<file path="config.mk">
export PLATFORM = sky130hd
export DESIGN_NAME = vtpg_top
export DESIGN_NICKNAME = d
export VERILOG_FILES = /design/src/pkg/vtpg_pkg.sv /design/src/vtpg_pulse_gen.sv /design/src/vtpg_top.sv
export SDC_FILE = /design/constraint.sdc
export NUM_CORES = 1
export LEC_CHECK = 0
export ABC_AREA = 1
export BUFFER_PORTS_ARGS = -buffer_cell sky130_fd_sc_hd__buf_2
export CORE_MARGIN = 8
export CORE_UTILIZATION = 30
export CTS_CLUSTER_DIAMETER = 120
export CTS_CLUSTER_SIZE = 28
export DETAILED_ROUTE_END_ITERATION = 12
export HOLD_SLACK_MARGIN = 0.03
export SLEW_MARGIN = 20
export SYNTH_ARGS = -nofsm -noshare
export SYNTH_HDL_FRONTEND = slang
export SYNTH_HIERARCHICAL = 1
export SYNTH_SLANG_ARGS = --single-unit
</file>
<file path="constraint.sdc">
create_clock -name i_clk -period 2.8 [get_ports i_clk]
set_input_delay 0.28 -clock i_clk [delete_from_list [all_inputs] [get_ports i_clk]]
set_output_delay 0.28 -clock i_clk [all_outputs]
set_load 0.01 [all_outputs]
</file>
<file path="src/pkg/vtpg_pkg.sv">
// package: register map, fields, resets and enums of the video timing and pattern generator
// Function
// - hsync starts after 24-bit trigger delay
// - hsync high for 16-bit count
// - hsync low between pulses for count
// - exact hsync pulse count per frame
// - dataen starts after 24-bit trigger delay
// - dataen high for 16-bit count
// - dataen low between pulses for count
// - exact dataen pulse count per frame
// - pattern clock from reference, four rates
// - pattern runs without link lock
// - timing from input or generated syncs
// - rgb888 patterns only in pixel mode
// - select: pass, checker, gradient, reserved
// - direction bit picks ramp up or down
// - colour step is increment over four
// - colour a from red, green, blue bytes
// - colour b from red, green, blue bytes
// - first line starts with colour a run
// - colour b follows for its run
// - after n lines lines start with b
// - enable bits pick generated or input sync
// - all timing counted in pixel clocks
// - two-bit trigger mode, free-run at reset
package vtpg_pkg;
  // register offsets
  localparam logic [7:0] REG_CTRL = 8'h00;
  localparam logic [7:0] REG_CLKSRC = 8'h01;
  localparam logic [7:0] REG_STATUS = 8'h02;
  localparam logic [7:0] REG_HS_DLY2 = 8'h0b;
  localparam logic [7:0] REG_HS_DLY1 = 8'h0c;
  localparam logic [7:0] REG_HS_DLY0 = 8'h0d;
  localparam logic [7:0] REG_HS_HI1 = 8'h0e;
  localparam logic [7:0] REG_HS_HI0 = 8'h0f;
  localparam logic [7:0] REG_HS_LO1 = 8'h10;
  localparam logic [7:0] REG_HS_LO0 = 8'h11;
  localparam logic [7:0] REG_HS_CNT1 = 8'h12;
  localparam logic [7:0] REG_HS_CNT0 = 8'h13;
  localparam logic [7:0] REG_DE_DLY2 = 8'h14;
  localparam logic [7:0] REG_DE_DLY1 = 8'h15;
  localparam logic [7:0] REG_DE_DLY0 = 8'h16;
  localparam logic [7:0] REG_DE_HI1 = 8'h17;
  localparam logic [7:0] REG_DE_HI0 = 8'h18;
  localparam logic [7:0] REG_DE_LO1 = 8'h19;
  localparam logic [7:0] REG_DE_LO0 = 8'h1a;
  localparam logic [7:0] REG_DE_CNT1 = 8'h1b;
  localparam logic [7:0] REG_DE_CNT0 = 8'h1c;
  localparam logic [7:0] REG_PAT_MODE = 8'h1d;
  localparam logic [7:0] REG_GRADIENT_STEP_X4 = 8'h1e;
  localparam logic [7:0] REG_A_RED = 8'h1f;
  localparam logic [7:0] REG_A_GRN = 8'h20;
  localparam logic [7:0] REG_A_BLU = 8'h21;
  localparam logic [7:0] REG_B_RED = 8'h22;
  localparam logic [7:0] REG_B_GRN = 8'h23;
  localparam logic [7:0] REG_B_BLU = 8'h24;
  localparam logic [7:0] REG_A_RUN = 8'h25;
  localparam logic [7:0] REG_B_RUN = 8'h26;
  localparam logic [7:0] REG_CHK_ALT = 8'h27;
  // field positions
  localparam int CTRL_HSYNC_GENERATE_ENABLE = 0;
  localparam int CTRL_DATAEN_GENERATE_ENABLE = 1;
  localparam int CTRL_MODE_LSB = 2;
  localparam int CTRL_TUNNEL = 4;
  localparam int PAT_SEL_LSB = 0;
  localparam int PAT_DIR_BIT = 2;
  localparam int STS_HS_BUSY = 0;
  localparam int STS_DE_BUSY = 1;
  localparam int STS_PAT_ON = 2;
  localparam int STS_HS = 3;
  localparam int STS_DE = 4;
  // reset values
  localparam logic [7:0] CTRL_RST = 8'h0c;
  localparam logic [2:0] CLKSRC_RST = 3'h0;
  localparam logic [7:0] GRADIENT_STEP_X4_RST = 8'h04;
  localparam logic [7:0] CFG_RST = 8'h00;
  // trigger modes
  typedef enum logic [1:0] {
    TRIG_TRACK = 2'b00,
    TRIG_ONE = 2'b01,
    TRIG_AUTO = 2'b10,
    TRIG_FREE = 2'b11
  } vtpg_trig_e;
  // pattern select codes
  typedef enum logic [1:0] {
    PAT_PASS = 2'b00,
    PAT_CHECKER = 2'b01,
    PAT_GRADIENT = 2'b10,
    PAT_RSVD = 2'b11
  } vtpg_pat_e;
  // pulse train states
  typedef enum logic [1:0] {
    PG_IDLE = 2'b00,
    PG_DELAY = 2'b01,
    PG_HIGH = 2'b10,
    PG_LOW = 2'b11
  } vtpg_pg_e;
endpackage

</file>
<file path="src/vtpg_pulse_gen.sv">
// file: one delayed, counted pulse train in pixel clocks
`timescale 1ns/1ps
module vtpg_pulse_gen
  import vtpg_pkg::*;
#(
  parameter int DLY_W = 24,
  parameter int LEN_W = 16
) (
  // clock and reset
  input wire logic i_clk,
  input wire logic i_reset_n,
  // frame trigger and timing
  input wire logic i_start,
  input wire logic [DLY_W-1:0] i_delay,
  input wire logic [LEN_W-1:0] i_high,
  input wire logic [LEN_W-1:0] i_low,
  input wire logic [LEN_W-1:0] i_count,
  // pulse out
  output logic o_pulse,
  output logic o_busy
);
  vtpg_pg_e st_r; // train state
  logic [DLY_W-1:0] cnt_r; // cycles spent in the current phase
  logic [LEN_W-1:0] n_r; // pulses done in this frame
  logic [LEN_W-1:0] n_nxt; // pulses done after this one
  logic [DLY_W-1:0] hi_x; // widened high count
  logic [DLY_W-1:0] lo_x; // widened low count

  assign n_nxt = n_r + 1'b1;
  assign hi_x = DLY_W'(i_high);
  assign lo_x = DLY_W'(i_low);
  assign o_pulse = (st_r == PG_HIGH);
  assign o_busy = (st_r != PG_IDLE);

  // train sequencer; a start in any state cuts or extends the old frame
  always_ff @(posedge i_clk) begin
    if (!i_reset_n) begin
      st_r <= PG_IDLE;
      cnt_r <= '0;
      n_r <= '0;
    end else if (i_start) begin
      n_r <= '0;
      cnt_r <= DLY_W'(1);
      if (i_count == '0) begin
        st_r <= PG_IDLE;
      end else if (i_delay == '0) begin
        st_r <= PG_HIGH;
      end else begin
        st_r <= PG_DELAY;
      end
    end else begin
      unique case (st_r)
        PG_IDLE: begin
          cnt_r <= cnt_r;
        end
        PG_DELAY: begin
          if (cnt_r >= i_delay) begin
            st_r <= PG_HIGH;
            cnt_r <= DLY_W'(1);
          end else begin
            cnt_r <= cnt_r + 1'b1;
          end
        end
        PG_HIGH: begin
          if (cnt_r >= hi_x) begin
            cnt_r <= DLY_W'(1);
            n_r <= n_nxt;
            st_r <= (n_nxt >= i_count) ? PG_IDLE : PG_LOW;
          end else begin
            cnt_r <= cnt_r + 1'b1;
          end
        end
        PG_LOW: begin
          if (cnt_r >= lo_x) begin
            st_r <= PG_HIGH;
            cnt_r <= DLY_W'(1);
          end else begin
            cnt_r <= cnt_r + 1'b1;
          end
        end
      endcase
    end
  end
endmodule

</file>
<file path="src/vtpg_top.sv">
// file: sync timing generator and test pattern generator with byte registers
//
// The address map and the strobed register port were chosen for this implementation.
`timescale 1ns/1ps
module vtpg_top
  import vtpg_pkg::*;
(
  // clock and reset
  input wire logic i_clk,
  input wire logic i_reset_n,
  // register port
  input wire logic [7:0] i_addr,
  input wire logic [7:0] i_wdata,
  input wire logic i_wr,
  input wire logic i_rd,
  output logic [7:0] o_rdata,
  // input video
  input wire logic i_vs,
  input wire logic i_hs,
  input wire logic i_de,
  input wire logic [23:0] i_rgb,
  // output video to transmit pipe
  output logic o_vs,
  output logic o_hs,
  output logic o_de,
  output logic [23:0] o_rgb,
  // pixel clock source select to the clock mux
  output logic [2:0] o_pclk_src
);
  // configuration bytes, one per offset
  logic [7:0] cfg_r [REG_HS_DLY2:REG_CHK_ALT];
  logic [7:0] ctrl_r; // generate enables, trigger mode, tunnel
  logic [2:0] clksrc_r; // pixel clock source
  logic [7:0] rdata_r; // read answer
  logic [7:0] status; // live state
  logic cfg_hit; // address in the byte array

  // assembled timing values
  logic [23:0] hs_dly;
  logic [15:0] hs_hi;
  logic [15:0] hs_lo;
  logic [15:0] hsync_pulses_per_frame;
  logic [23:0] de_dly;
  logic [15:0] de_hi;
  logic [15:0] de_lo;
  logic [15:0] dataen_pulses_per_frame;
  logic hsync_generate_enable; // generated hsync in use
  logic dataen_generate_enable; // generated dataen in use
  vtpg_trig_e mode; // trigger mode
  vtpg_pat_e pat_sel; // pattern select
  logic grad_dir; // ramp down when set
  logic tunnel; // tunnel mode: no patterns

  // trigger and generator state
  logic vs_d_r; // vs one cycle ago
  logic vs_edge; // rising vs trigger
  logic frame_start; // start of a generated frame
  logic hs_pulse; // generated hsync
  logic de_pulse; // generated dataen
  logic hs_busy;
  logic de_busy;
  logic hs_cur; // selected hsync
  logic de_cur; // selected dataen
  logic de_prev_r;
  logic de_rise;
  logic de_fall;

  // pattern state
  logic pat_on; // pattern replaces input video
  logic [9:0] acc_r; // gradient value, two fraction bits
  logic [9:0] acc_use;
  logic [10:0] acc_sum;
  logic [7:0] gval; // gradient colour
  logic [7:0] run_r; // pixels done in current run
  logic [7:0] run_use;
  logic [8:0] run_next;
  logic [7:0] run_len;
  logic in_b_r; // current run is colour b
  logic use_b;
  logic phase_r; // lines start with colour b
  logic [7:0] line_r; // lines in current phase
  logic [8:0] line_next;
  logic [23:0] col_a;
  logic [23:0] col_b;
  logic [23:0] pix_nxt;

  // field decode
  assign hs_dly = {cfg_r[REG_HS_DLY2], cfg_r[REG_HS_DLY1], cfg_r[REG_HS_DLY0]};
  assign hs_hi = {cfg_r[REG_HS_HI1], cfg_r[REG_HS_HI0]};
  assign hs_lo = {cfg_r[REG_HS_LO1], cfg_r[REG_HS_LO0]};
  assign hsync_pulses_per_frame = {cfg_r[REG_HS_CNT1], cfg_r[REG_HS_CNT0]};
  assign de_dly = {cfg_r[REG_DE_DLY2], cfg_r[REG_DE_DLY1], cfg_r[REG_DE_DLY0]};
  assign de_hi = {cfg_r[REG_DE_HI1], cfg_r[REG_DE_HI0]};
  assign de_lo = {cfg_r[REG_DE_LO1], cfg_r[REG_DE_LO0]};
  assign dataen_pulses_per_frame = {cfg_r[REG_DE_CNT1], cfg_r[REG_DE_CNT0]};
  assign hsync_generate_enable = ctrl_r[CTRL_HSYNC_GENERATE_ENABLE];
  assign dataen_generate_enable = ctrl_r[CTRL_DATAEN_GENERATE_ENABLE];
  assign mode = vtpg_trig_e'(ctrl_r[CTRL_MODE_LSB +: 2]);
  assign tunnel = ctrl_r[CTRL_TUNNEL];
  assign pat_sel = vtpg_pat_e'(cfg_r[REG_PAT_MODE][PAT_SEL_LSB +: 2]);
  assign grad_dir = cfg_r[REG_PAT_MODE][PAT_DIR_BIT];
  assign col_a = {cfg_r[REG_A_RED], cfg_r[REG_A_GRN], cfg_r[REG_A_BLU]};
  assign col_b = {cfg_r[REG_B_RED], cfg_r[REG_B_GRN], cfg_r[REG_B_BLU]};
  assign cfg_hit = (i_addr >= REG_HS_DLY2) && (i_addr <= REG_CHK_ALT);

  // byte array writes; the increment resets to a step of one
  always_ff @(posedge i_clk) begin
    if (!i_reset_n) begin
      for (int i = REG_HS_DLY2; i <= REG_CHK_ALT; i++) begin
        cfg_r[i] <= (i == REG_GRADIENT_STEP_X4) ? GRADIENT_STEP_X4_RST : CFG_RST;
      end
    end else if (i_wr && cfg_hit) begin
      cfg_r[i_addr] <= i_wdata;
    end
  end

  // control and clock source writes
  always_ff @(posedge i_clk) begin
    if (!i_reset_n) begin
      ctrl_r <= CTRL_RST;
      clksrc_r <= CLKSRC_RST;
    end else if (i_wr) begin
      if (i_addr == REG_CTRL) begin
        ctrl_r <= {3'h0, i_wdata[4:0]};
      end
      if (i_addr == REG_CLKSRC) begin
        clksrc_r <= i_wdata[2:0];
      end
    end
  end

  assign o_pclk_src = clksrc_r;

  // live status for software
  assign status = {3'h0, de_cur, hs_cur, pat_on, de_busy, hs_busy};

  // read answer stands one cycle only; unmapped reads give zero
  always_ff @(posedge i_clk) begin
    if (!i_reset_n) begin
      rdata_r <= 8'h00;
    end else if (!i_rd) begin
      rdata_r <= 8'h00;
    end else if (cfg_hit) begin
      rdata_r <= cfg_r[i_addr];
    end else if (i_addr == REG_CTRL) begin
      rdata_r <= ctrl_r;
    end else if (i_addr == REG_CLKSRC) begin
      rdata_r <= {5'h00, clksrc_r};
    end else if (i_addr == REG_STATUS) begin
      rdata_r <= status;
    end else begin
      rdata_r <= 8'h00;
    end
  end
  assign o_rdata = rdata_r;

  // input vs edge history
  always_ff @(posedge i_clk) begin
    if (!i_reset_n) begin
      vs_d_r <= 1'b0;
    end else begin
      vs_d_r <= i_vs;
    end
  end
  assign vs_edge = i_vs & ~vs_d_r;

  // frame trigger per mode
  // tracking restarts on each edge; glitch filtering is not done here
  always_comb begin
    frame_start = 1'b0;
    unique case (mode)
      TRIG_TRACK: frame_start = vs_edge;
      TRIG_ONE: frame_start = vs_edge & ~hs_busy & ~de_busy;
      TRIG_AUTO: frame_start = vs_edge;
      TRIG_FREE: frame_start = ~hs_busy & ~de_busy;
    endcase
  end

  vtpg_pulse_gen #(.DLY_W(24), .LEN_W(16)) u_hs_gen (
    .i_clk(i_clk),
    .i_reset_n(i_reset_n),
    .i_start(frame_start),
    .i_delay(hs_dly),
    .i_high(hs_hi),
    .i_low(hs_lo),
    .i_count(hsync_pulses_per_frame),
    .o_pulse(hs_pulse),
    .o_busy(hs_busy)
  );

  vtpg_pulse_gen #(.DLY_W(24), .LEN_W(16)) u_de_gen (
    .i_clk(i_clk),
    .i_reset_n(i_reset_n),
    .i_start(frame_start),
    .i_delay(de_dly),
    .i_high(de_hi),
    .i_low(de_lo),
    .i_count(dataen_pulses_per_frame),
    .o_pulse(de_pulse),
    .o_busy(de_busy)
  );

  assign hs_cur = hsync_generate_enable ? hs_pulse : i_hs;
  assign de_cur = dataen_generate_enable ? de_pulse : i_de;

  always_ff @(posedge i_clk) begin
    if (!i_reset_n) begin
      de_prev_r <= 1'b0;
    end else begin
      de_prev_r <= de_cur;
    end
  end
  assign de_rise = de_cur & ~de_prev_r;
  assign de_fall = ~de_cur & de_prev_r;

  // pixel mode only; no link lock term
  assign pat_on = ~tunnel & ((pat_sel == PAT_CHECKER) | (pat_sel == PAT_GRADIENT));

  assign acc_use = de_rise ? 10'h000 : acc_r;
  assign acc_sum = {1'b0, acc_use} + {3'h0, cfg_r[REG_GRADIENT_STEP_X4]};
  // ramp down is the mirror of up
  assign gval = grad_dir ? ~acc_use[9:2] : acc_use[9:2];

  // gradient accumulator, wraps to start past the end value
  always_ff @(posedge i_clk) begin
    if (!i_reset_n) begin
      acc_r <= 10'h000;
    end else if (de_cur) begin
      acc_r <= acc_sum[10] ? 10'h000 : acc_sum[9:0];
    end
  end

  // checker run bookkeeping
  assign use_b = de_rise ? phase_r : in_b_r;
  assign run_use = de_rise ? 8'h00 : run_r;
  assign run_len = use_b ? cfg_r[REG_B_RUN] : cfg_r[REG_A_RUN];
  assign run_next = {1'b0, run_use} + 9'h001;

  always_ff @(posedge i_clk) begin
    if (!i_reset_n) begin
      run_r <= 8'h00;
      in_b_r <= 1'b0;
    end else if (de_cur) begin
      if (run_next >= {1'b0, run_len}) begin
        run_r <= 8'h00;
        in_b_r <= ~use_b;
      end else begin
        run_r <= run_next[7:0];
        in_b_r <= use_b;
      end
    end
  end

  // line counter and phase; a new frame starts on colour a
  assign line_next = {1'b0, line_r} + 9'h001;
  always_ff @(posedge i_clk) begin
    if (!i_reset_n) begin
      line_r <= 8'h00;
      phase_r <= 1'b0;
    end else if (frame_start || vs_edge) begin
      line_r <= 8'h00;
      phase_r <= 1'b0;
    end else if (de_fall) begin
      if (line_next >= {1'b0, cfg_r[REG_CHK_ALT]}) begin
        line_r <= 8'h00;
        phase_r <= ~phase_r;
      end else begin
        line_r <= line_next[7:0];
      end
    end
  end

  always_comb begin
    pix_nxt = i_rgb;
    if (pat_on && pat_sel == PAT_CHECKER) begin
      pix_nxt = use_b ? col_b : col_a;
    end else if (pat_on && pat_sel == PAT_GRADIENT) begin
      pix_nxt = {gval, gval, gval};
    end
  end

  // output stage: one register on every signal keeps them aligned
  always_ff @(posedge i_clk) begin
    if (!i_reset_n) begin
      o_vs <= 1'b0;
      o_hs <= 1'b0;
      o_de <= 1'b0;
      o_rgb <= 24'h000000;
    end else begin
      o_vs <= i_vs;
      o_hs <= hs_cur;
      o_de <= de_cur;
      o_rgb <= pix_nxt;
    end
  end
endmodule

</file>
Word-level counts from Yosys, hierarchy flattened --
Memory sizes are Yosys's and may differ from the RTL's. Cells that the tools add are included.
Storage, ports and cells: bits in registers 155, bits in writable memories 232, output and inout port bits 38, word-level logic and storage cells 160, memories 1
Cells by class: add/sub/neg operators 7, magnitude comparators 12, equal/unequal tests 21, mux-type cells 52, bitwise operators 18, reduce and logical (&&, ||, !) cells 29
Memory list:
- cfg_r | depth 29, bits a word 8, read ports 30, clocked after memory_dff 0, wr ports 29, line vtpg_top.sv:31 | logic [7:0] cfg_r [REG_HS_DLY2:REG_CHK_ALT];
Operators with widths (count):
- 24-bit two-way mux | 9
- 24-bit one-hot mux with 3 select lines | 2
- 24-bit by 16-bit >= comparator with 1-bit output | 4
- 8-bit two-way mux | 7
- 24-bit by 1-bit adder with 24-bit output, second input constant | 2
- 24-bit >= comparator | 2
- 24-bit logical NOT | 2
- 16-bit by 1-bit adder with 16-bit output, second input constant | 2
- 16-bit >= comparator | 2
- 16-bit logical NOT | 2
- 2-bit two-way mux | 14
- 10-bit two-way mux | 2
- 8-bit by 1-bit adder with 9-bit output, second input constant | 2
- 9-bit by 8-bit >= comparator with 1-bit output | 2
- 3-bit by 2-bit inequality test with 1-bit output, second input constant | 6
- 5-bit two-way mux | 3
- 2-bit equality test, second input constant | 7
- 2-bit one-hot mux with 3 select lines | 2
- 2-bit AND reduction | 6
- 10-bit by 8-bit adder with 11-bit output | 1
- 1-bit two-way mux | 11
- 1-bit inverter | 9
- 2-bit by 1-bit equality test with 1-bit output, second input constant | 4
- 8-bit by 1-bit equality test with 1-bit output, second input constant | 1
- other kinds (18) | 35

Depth between registers and ports, before layout --
Gate-level depths: netlist of the first run.
depth in word-level cells 8, gate-level depth with buffers 25

By module --
Netlist of the first run, hierarchy kept.
Modules (own cells, without submodules):
- vtpg_top | times used 1, cells each 2437, area each 21999.8 um^2
- vtpg_pulse_gen (u_hs_gen) | times used 1, cells each 687, area each 4474.3 um^2
- vtpg_pulse_gen (u_de_gen) | times used 1, cells each 686, area each 4471.8 um^2

Least setup slack after synthesis of the first run --
No wires, ideal clock.
path kind reg-to-reg, start register u_de_gen.st_r[1], end register run_r[7], library setup time 72 ps, arrival time 2980 ps, path slack -252 ps, cell stages (with the launch flop) 20, path buffers 2, clock period less this slack 3052 ps, cells stage by stage dfxtp_1 > inv_1 > nor2_2 > inv_1 > nand2_1 > nand3_2 > o21ai_2 > inv_1 > clkbuf_1 > buf_2 > nand2_1 > o21ai_0 > ha_1 > nand2_1 > inv_1 > a41oi_1 > nand2_1 > nor2_1 > nand3_1 > a21oi_1
On the way: word-level cells in the longest chain between the ends 7, elaborated cells on any way between the ends 9
Ends and longest elaborated chain:
- start, declared | line vtpg_pulse_gen.sv:22 | vtpg_pg_e st_r;
- start signal, assigned | line vtpg_pulse_gen.sv:68 | st_r <= (n_nxt >= i_count) ? PG_IDLE : PG_LOW;
- 2-bit equality test (*) | line vtpg_pulse_gen.sv:32 | assign o_pulse = (st_r == PG_HIGH);
- via de_pulse | line vtpg_top.sv:59 | logic de_pulse;
- 1-bit two-way mux (*) | line vtpg_top.sv:204 | assign de_cur = dataen_generate_enable ? de_pulse : i_de;
- 1-bit AND | line vtpg_top.sv:213 | assign de_rise = de_cur & ~de_prev_r;
- 8-bit two-way mux / 1-bit two-way mux (equally long branches) | line vtpg_top.sv:235, vtpg_top.sv:234
- 8-bit by 1-bit adder with 9-bit output / 8-bit two-way mux (equally long branches) | line vtpg_top.sv:237, vtpg_top.sv:236
- 9-bit by 8-bit >= comparator with 1-bit output | line vtpg_top.sv:244 | if (run_next >= {1'b0, run_len}) begin
- 8-bit two-way mux | line vtpg_top.sv:244
- end signal, assigned | line vtpg_top.sv:248 | run_r <= run_next[7:0];
- end, declared | line vtpg_top.sv:74 | logic [7:0] run_r;
The timed path passes the listed nets; every way through them passes the cells marked *. A chain may end at the register's enable or synchronous reset.

Worst setup path in the final report of the first run --
start register u_de_gen.n_r[0], end register u_de_gen.st_r[1]
On the way: word-level cells in the longest chain between the ends 6
Ends and longest elaborated chain:
- start, declared | line vtpg_pulse_gen.sv:24 | logic [LEN_W-1:0] n_r;
- start signal, assigned | line vtpg_pulse_gen.sv:67 | n_r <= n_nxt;
- 16-bit by 1-bit adder with 16-bit output | line vtpg_pulse_gen.sv:29 | assign n_nxt = n_r + 1'b1;
- via u_de_gen.n_nxt[9] | line vtpg_pulse_gen.sv:25 | logic [LEN_W-1:0] n_nxt;
- 16-bit >= comparator | line vtpg_pulse_gen.sv:68
- 2-bit two-way mux | line vtpg_pulse_gen.sv:68
- 2-bit two-way mux | line vtpg_pulse_gen.sv:65 | if (cnt_r >= hi_x) begin
- 2-bit one-hot mux with 3 select lines | line vtpg_pulse_gen.sv:52 | unique case (st_r)
- 2-bit two-way mux | line vtpg_pulse_gen.sv:41 | end else if (i_start) begin
The timed path passes the listed nets, and every way through them passes these cells. The select of a mux whose other input is x is not followed.

==> metrics.txt, run 1 <==
status finished, final reports clean; biggest area consumer among synthesized cells edfxtp_1; hold_ws approximately 0.064 ns; Cell Count Post-Placement between 5,000 and 6,000; TritonCTS Buffers 25; Post-Syn Instances approximately 3,800; Critical Path AT 3.28 ns; worst clock skew about 0.034 ns; CP Class reg -> reg; Post-DP HPWL about 67 mm; Initial Util 0.3007; fmax 0.3636 GHz; final slew viol count 0; Clk pin slew, worst setup/hold paths about 0.12 ns; layout cells sized above 1 0.1089; placer congestion estimate between 0.8 and 0.9; final worst path period share 0.9822; Clk pwr share 0.262; clock tree sinks approximately 560; total gr overflow 0; Core Rows roughly 120; Root Driver clkbuf_16; die area between 100,000 and 150,000 um^2; Post-synth EDFFs 400; pin count of the biggest net entering global routing 86; CTS tree done; synth warn 6; Yosys top cell area share 0.3881; Finished Core Util 0.3493; register bit count reported by yosys around 560; CP Capture Type flip-flop; Flop pwr share 0.555; # fillers 10,730; final setup TNS 0 ns; register area 15,130 um^2; Max Root-Sink Buffers 3; Worst Tran Pin Value approximately 0.63 ns; Vias/cell ~4.7; pwr dens about 480 nW/um^2; worst-skew pair later-pin latency around 0.62 ns; CTS H-Tree Depth 1; fin crit period 2.750 ns; Post-Synthesis Cell Area between 30,000 and 40,000 um^2; All-Layer GR Usage 0.1577; initial antenna violation count 8; logic gate share of total power 0.183; first-pass GRT wire length 141.9 mm; ys async rst share 0; IO Pins 85; most frequent cells after synthesis 1,127 x nand2_1, 504 x nor2_1, 440 x inv_1; Synth cell types 56; max_cap viols 0; DRC 0; multi-input logic area 14,700 um^2; RSZ-0062 raised after global routing true; Pre-Repair DR Iteration Count 5; die width 337.2 um; count leader, synth nand2_1; dominant cells by area after synthesis edfxtp_1 39%, nand2_1 14%, dfxtp_1 10%; Internal Power about 12,000 uW; Hold Path Class in -> reg; Worst VDD drop about 430 uV; main flop type after synthesis edfxtp_1; die extent in y roughly 340 um; Crit path required time 3.33 ns; core area 102,900 um^2; DRT iter0 DRCs ~2,500; post-route ant nets 0; CP Max Fanout 4; sw frac 0.3006; post-synthesis sequential area ratio 0.4884; fin cells around 5,500; Port Buf Inserts 84; final setup fails 0; Final Hold Fails 0; wire length per cell 16.77 um; Rel. slew slack 0.5798; Total Nets Final 4,341; Leak between 0.015 and 0.02 uW; vias in the first global route around 24,000; Syn Area/Cell a little over 8 um^2; switching power slightly above 5000 uW; routed wire length slightly above 90 mm; area grow syn2layout 16.16%; kind of start point of the critical path flip-flop; Vias about 26,000
placed cells by master (no fill, tap or decap), types with 7 or more instances in the layout:
cell type | Yosys | final
nand3b_1 | 10 | 10
buf_4 | 3 | 119
o21ai_0 | 163 | 154
dfxtp_2 | 0 | 8
nor2_1 | 504 | 498
clkbuf_1 | 80 | 12
o21ai_1 | 5 | 12
edfxtp_1 | 400 | 400
o22ai_1 | 15 | 15
clkbuf_16 | 0 | 25
nand2_2 | 23 | 40
xnor2_1 | 11 | 10
nand3_4 | 2 | 11
nor2_2 | 36 | 33
buf_2 | 39 | 82
a21oi_2 | 0 | 8
inv_2 | 3 | 10
nand3_1 | 110 | 100
nand4_1 | 54 | 54
nand3_2 | 14 | 15
a21oi_1 | 249 | 241
conb_1 | 1 | 168
nor2_4 | 4 | 13
o211ai_1 | 8 | 8
nor3_1 | 18 | 15
dlygate4sd3_1 | 0 | 24
ha_4 | 0 | 9
a211oi_1 | 14 | 14
nand2_1 | 1127 | 1108
nor3_2 | 8 | 7
dfxtp_1 | 155 | 145
buf_6 | 2 | 9
inv_1 | 440 | 430
buf_12 | 2 | 13
xor2_1 | 61 | 56
ha_1 | 177 | 168
cells by family (layout without fill, tap and decap cells):
family / count (synthesis) / count (layout) / share of synthesized area
other cells: 1 / 172 / 0.0001212
buf+inv: 586 / 743 / 0.07464
flops: 555 / 555 / 0.4884
compound gates: 483 / 483 / 0.08361
mux: 1 / 1 / 0.0003235
simple gates: 1932 / 1932 / 0.2592
fa+ha+maj: 178 / 178 / 0.07221
xor+xnor: 74 / 74 / 0.02143
power by group through the flow:
| stage | combinational [uW] | sequential, uW | clock, uW |
|---|---|---|---|
| after CTS | 3070 | 9540 | 4640 |
| after global placement | 3010 | 9710 | 0 |
| after floorplan | 1940 | 9630 | 0 |
| after detailed placement | 3030 | 9720 | 0 |
| final | 3150 | 9540 | 4510 |
| after global routing | 3490 | 9590 | 4870 |
registers in the layout, summed over array words and instances (netlist names), 8 cells and up:
register and count:
acc_r 10, run_r 8, u_hs_gen/n_r 16, u_de_gen/n_r 16, u_de_gen/cnt_r 24, line_r 8
cfg_r 400, o_rgb 24, u_hs_gen/cnt_r 24, o_rdata 8
worst max-delay path, stage by stage, from the launching register on:
cell and delay (ns):
dfxtp_4 0.38, buf_6 0.11, nand3_4 0.07, nor3_4 0.25
nand3_2 0.16, nor3_4 0.27, buf_6 0.14, xor2_4 0.22
ha_4 0.23, a21oi_1 0.14, o21ai_1 0.08, a21oi_1 0.19
nand3_2 0.11, nand2_1 0.07, nand2_1 0.05, nand3_1 0.07
nand2_1 0.05, nor2_1 0.08
layer usage:
metal / routed length, um / track usage
met3: 6187 / 0.01272
met4: 2272 / 0.03535
met2: 41870 / 0.2566
met1: 42240 / 0.2278
met5: 0 / 0
timing repair:
action,in CTS,in global routing
pin swaps,1,56
resized for setup,11,125
setup endpoints to repair,10,27
endpoints found under the hold margin,34,0
setup buffers,0,16
hold buffers,24,0
per-stage QoR:
stage	worst slack [ns]	total power (uW)	instance area (um^2)
after floorplan	0.00005151	11570	31610
after global placement	-0.1045	12720	34240
after global routing	-0.1505	17950	35940
after CTS	0.01143	17250	35270
final	0.04992	17190	35950
after detailed placement	-0.1135	12750	34240
cell type report:
type	count	share of cell area
timing repair buffer	248	0.05343
inverter	450	0.04734
clock buffer	39	0.01918
antenna	4	0.0002785
sequential	555	0.4210
clock inverter	6	0.001914
tap	1380	0.04803
multi-input combinational	2836	0.4089
path summary, 6_finish.rpt:
check             depth (start not counted)  slack [ns]       startpoint               end
setup / recovery                         17        0.05  u_de_gen/n_r[0]  u_de_gen/st_r[1]
hold reg to reg                           2        0.48         acc_r[7]          acc_r[7]
setup reg to reg                         17        0.05  u_de_gen/n_r[0]  u_de_gen/st_r[1]
hold / removal                            5        0.06         i_rgb[7]          o_rgb[7]
(Power assumes the default switching activity.)
==> run 2: changes to the inputs <==
- CTS_BUF_LIST: unset -> sky130_fd_sc_hd__clkbuf_2 sky130_fd_sc_hd__clkbuf_4 sky130_fd_sc_hd__clkbuf_8
==> metrics.txt, run 2 (synthesized netlist as in run 1, its figures left out) <==
status finished, final reports clean; Total Nets Final 4,353 (+0.28%); Worst VDD drop 478.6 uV (+12%); initial antenna violation count 7 (-1); CP Class reg -> reg; max_cap viols 0 (unchanged); worst clock skew 0.05022 ns (+0.01650 ns); RSZ-0062 raised after global routing true; Vias/cell 4.655 (-0.74%); Initial Util 0.3007 (unchanged); fmax 0.3624 GHz (-0.35%); final worst path period share 0.9856 (+0.003406); pin count of the biggest net entering global routing 86 (unchanged); clock tree sinks 555 (unchanged); CP Capture Type flip-flop; final slew viol count 0 (unchanged); sw frac 0.3082 (+0.007610); layout cells sized above 1 0.1141 (+0.005232); Post-DP HPWL 67.39 mm (unchanged); IO Pins 85 (unchanged); Clk pwr share 0.226 (-0.036); Critical Path AT 3.37 ns (+0.09 ns); Pre-Repair DR Iteration Count 6 (+1); placer congestion estimate 0.8952 (unchanged); total gr overflow 0 (unchanged); Vias 25,760 (-0.46%); CP Max Fanout 4 (unchanged); Pwr Total 16,430 uW (-4.5%); dpl ws -0.1135 ns (unchanged); fin crit period 2.760 ns (+0.009538 ns); die extent in y 337.2 um (unchanged); CTS H-Tree Depth 1 (unchanged); Core Rows 118 (unchanged); Leak 0.01619 uW (-0.19%); Max Root-Sink Buffers 3 (unchanged); routed wire length 92.73 mm (+0.18%); worst-skew pair later-pin latency 0.72 ns (+0.10 ns); Worst Tran Pin Value 0.6411 ns (+0.01077 ns); post-route ant nets 0 (unchanged); pwr dens 458.3 nW/um^2 (-4.2%); CTS tree done; leading cell types in the layout, fill and taps excluded 1,107 x nand2_1, 497 x nor2_1, 429 x inv_1; setup ws final 0.04038 ns (-0.009538 ns); Finished Core Util 0.3483 (-0.0009970); Hold Path Class in -> reg; All-Layer GR Usage 0.1578 (+0.0001586); Clk pin slew, worst setup/hold paths 0.17 ns (+0.05 ns); commonest non-fill, non-tap cell in the layout nand2_1; Top reg by flops cfg_r; Flop pwr share 0.581 (+0.026); TritonCTS Buffers 25 (unchanged); vias in the first global route 24,260 (+0.27%); design area 35,840 um^2 (-0.29%); area grow syn2layout 15.83%; final setup fails 0 (unchanged); switching power 5062 uW (-2.0%); Root Driver clkbuf_8; kind of start point of the critical path flip-flop; Port Buf Inserts 84 (unchanged); die area 113,700 um^2 (unchanged); Crit path required time 3.41 ns (+0.08 ns); Internal Power 11,360 uW (-5.5%); Rel. slew slack 0.5726 (-0.007177); die width 337.2 um (unchanged); logic gate share of total power 0.193 (+0.010); Final Hold Fails 0 (unchanged); core area 102,900 um^2 (unchanged); first-pass GRT wire length 141.3 mm (-0.40%); Largest register FFs 400 (unchanged); DRT iter0 DRCs 2,399 (-3.3%); wire length per cell 16.76 um (-0.11%); DRC 0 (unchanged); Post-Place Cell Area 34,240 um^2 (unchanged)
[run 2: per-layer routing]
layer / track usage / vias to the layer above / wire length, um
met5: 0 / - / 0
met4: 0.04641 / 0 / 2870
met3: 0.02240 / 134 / 6888
met2: 0.2521 / 825 / 41390
met1: 0.2215 / 12010 / 41590
li1: - / 12790 / -
[run 2: cell type report]
type                    instances  area, um^2
fillers                     10750       67060
flip-flops and latches        555       15130
multi-input cells            2836       14710
repair buffers                260        2038
well taps                    1380        1727
inverters                     450        1702
clock buffers                  39       452.9
clock inverters                 6       68.82
diodes                          8       20.02
[run 2: power by group through the flow]
stage	Clock (uW)	Sequential [uW]	Combinational, uW
final	3710	9540	3180
after global routing	4050	9590	3520
after global placement	0	9710	3010
after detailed placement	0	9720	3030
after CTS	3850	9540	3080
after floorplan	0	9630	1940
[run 2: final timing paths]
check                          end  cells after the start  slack [ns]             from
setup / recovery  u_de_gen/st_r[1]                     17        0.04  u_de_gen/n_r[0]
hold / removal        cfg_r[10][6]                      1        0.08       i_wdata[6]
setup reg to reg  u_de_gen/st_r[1]                     17        0.04  u_de_gen/n_r[0]
hold reg to reg           acc_r[7]                      2        0.48         acc_r[7]
[run 2: metrics by stage]
step / TNS (ns) / hold WS [ns] / instances
finish: 0 / 0.07904 / 5534
global route: -1.055 / 0.08075 / 5528
CTS: 0 / 0.04975 / 5507
detailed placement: -0.7651 / 0.4624 / 5429
global placement: -0.8475 / 0.4538 / 5429
floorplan: 0 / 0.3776 / 3977
[run 2: worst max-delay path, stage by stage (launching register included)]
cell and delay (ns):
dfxtp_2 0.37, buf_4 0.13, nand3_4 0.08, nor3_4 0.28, nand3_4 0.14, buf_4 0.16
nor3_2 0.12, xor2_1 0.27, ha_1 0.22, nand2_2 0.09, nor4_4 0.31, nand2_1 0.10
nand3_2 0.11, nand2_1 0.05, nand2_1 0.06, nand3_1 0.07, nand2_1 0.06, nor2_1 0.04
[run 2: timing repair]
item                                    CTS  global route
gates resized for setup                  11           134
buffers inserted                          0            19
endpoints found under the setup margin   10            27
pin swaps                                 1            62
endpoints found under the hold margin   138             0
hold buffers                             33             0
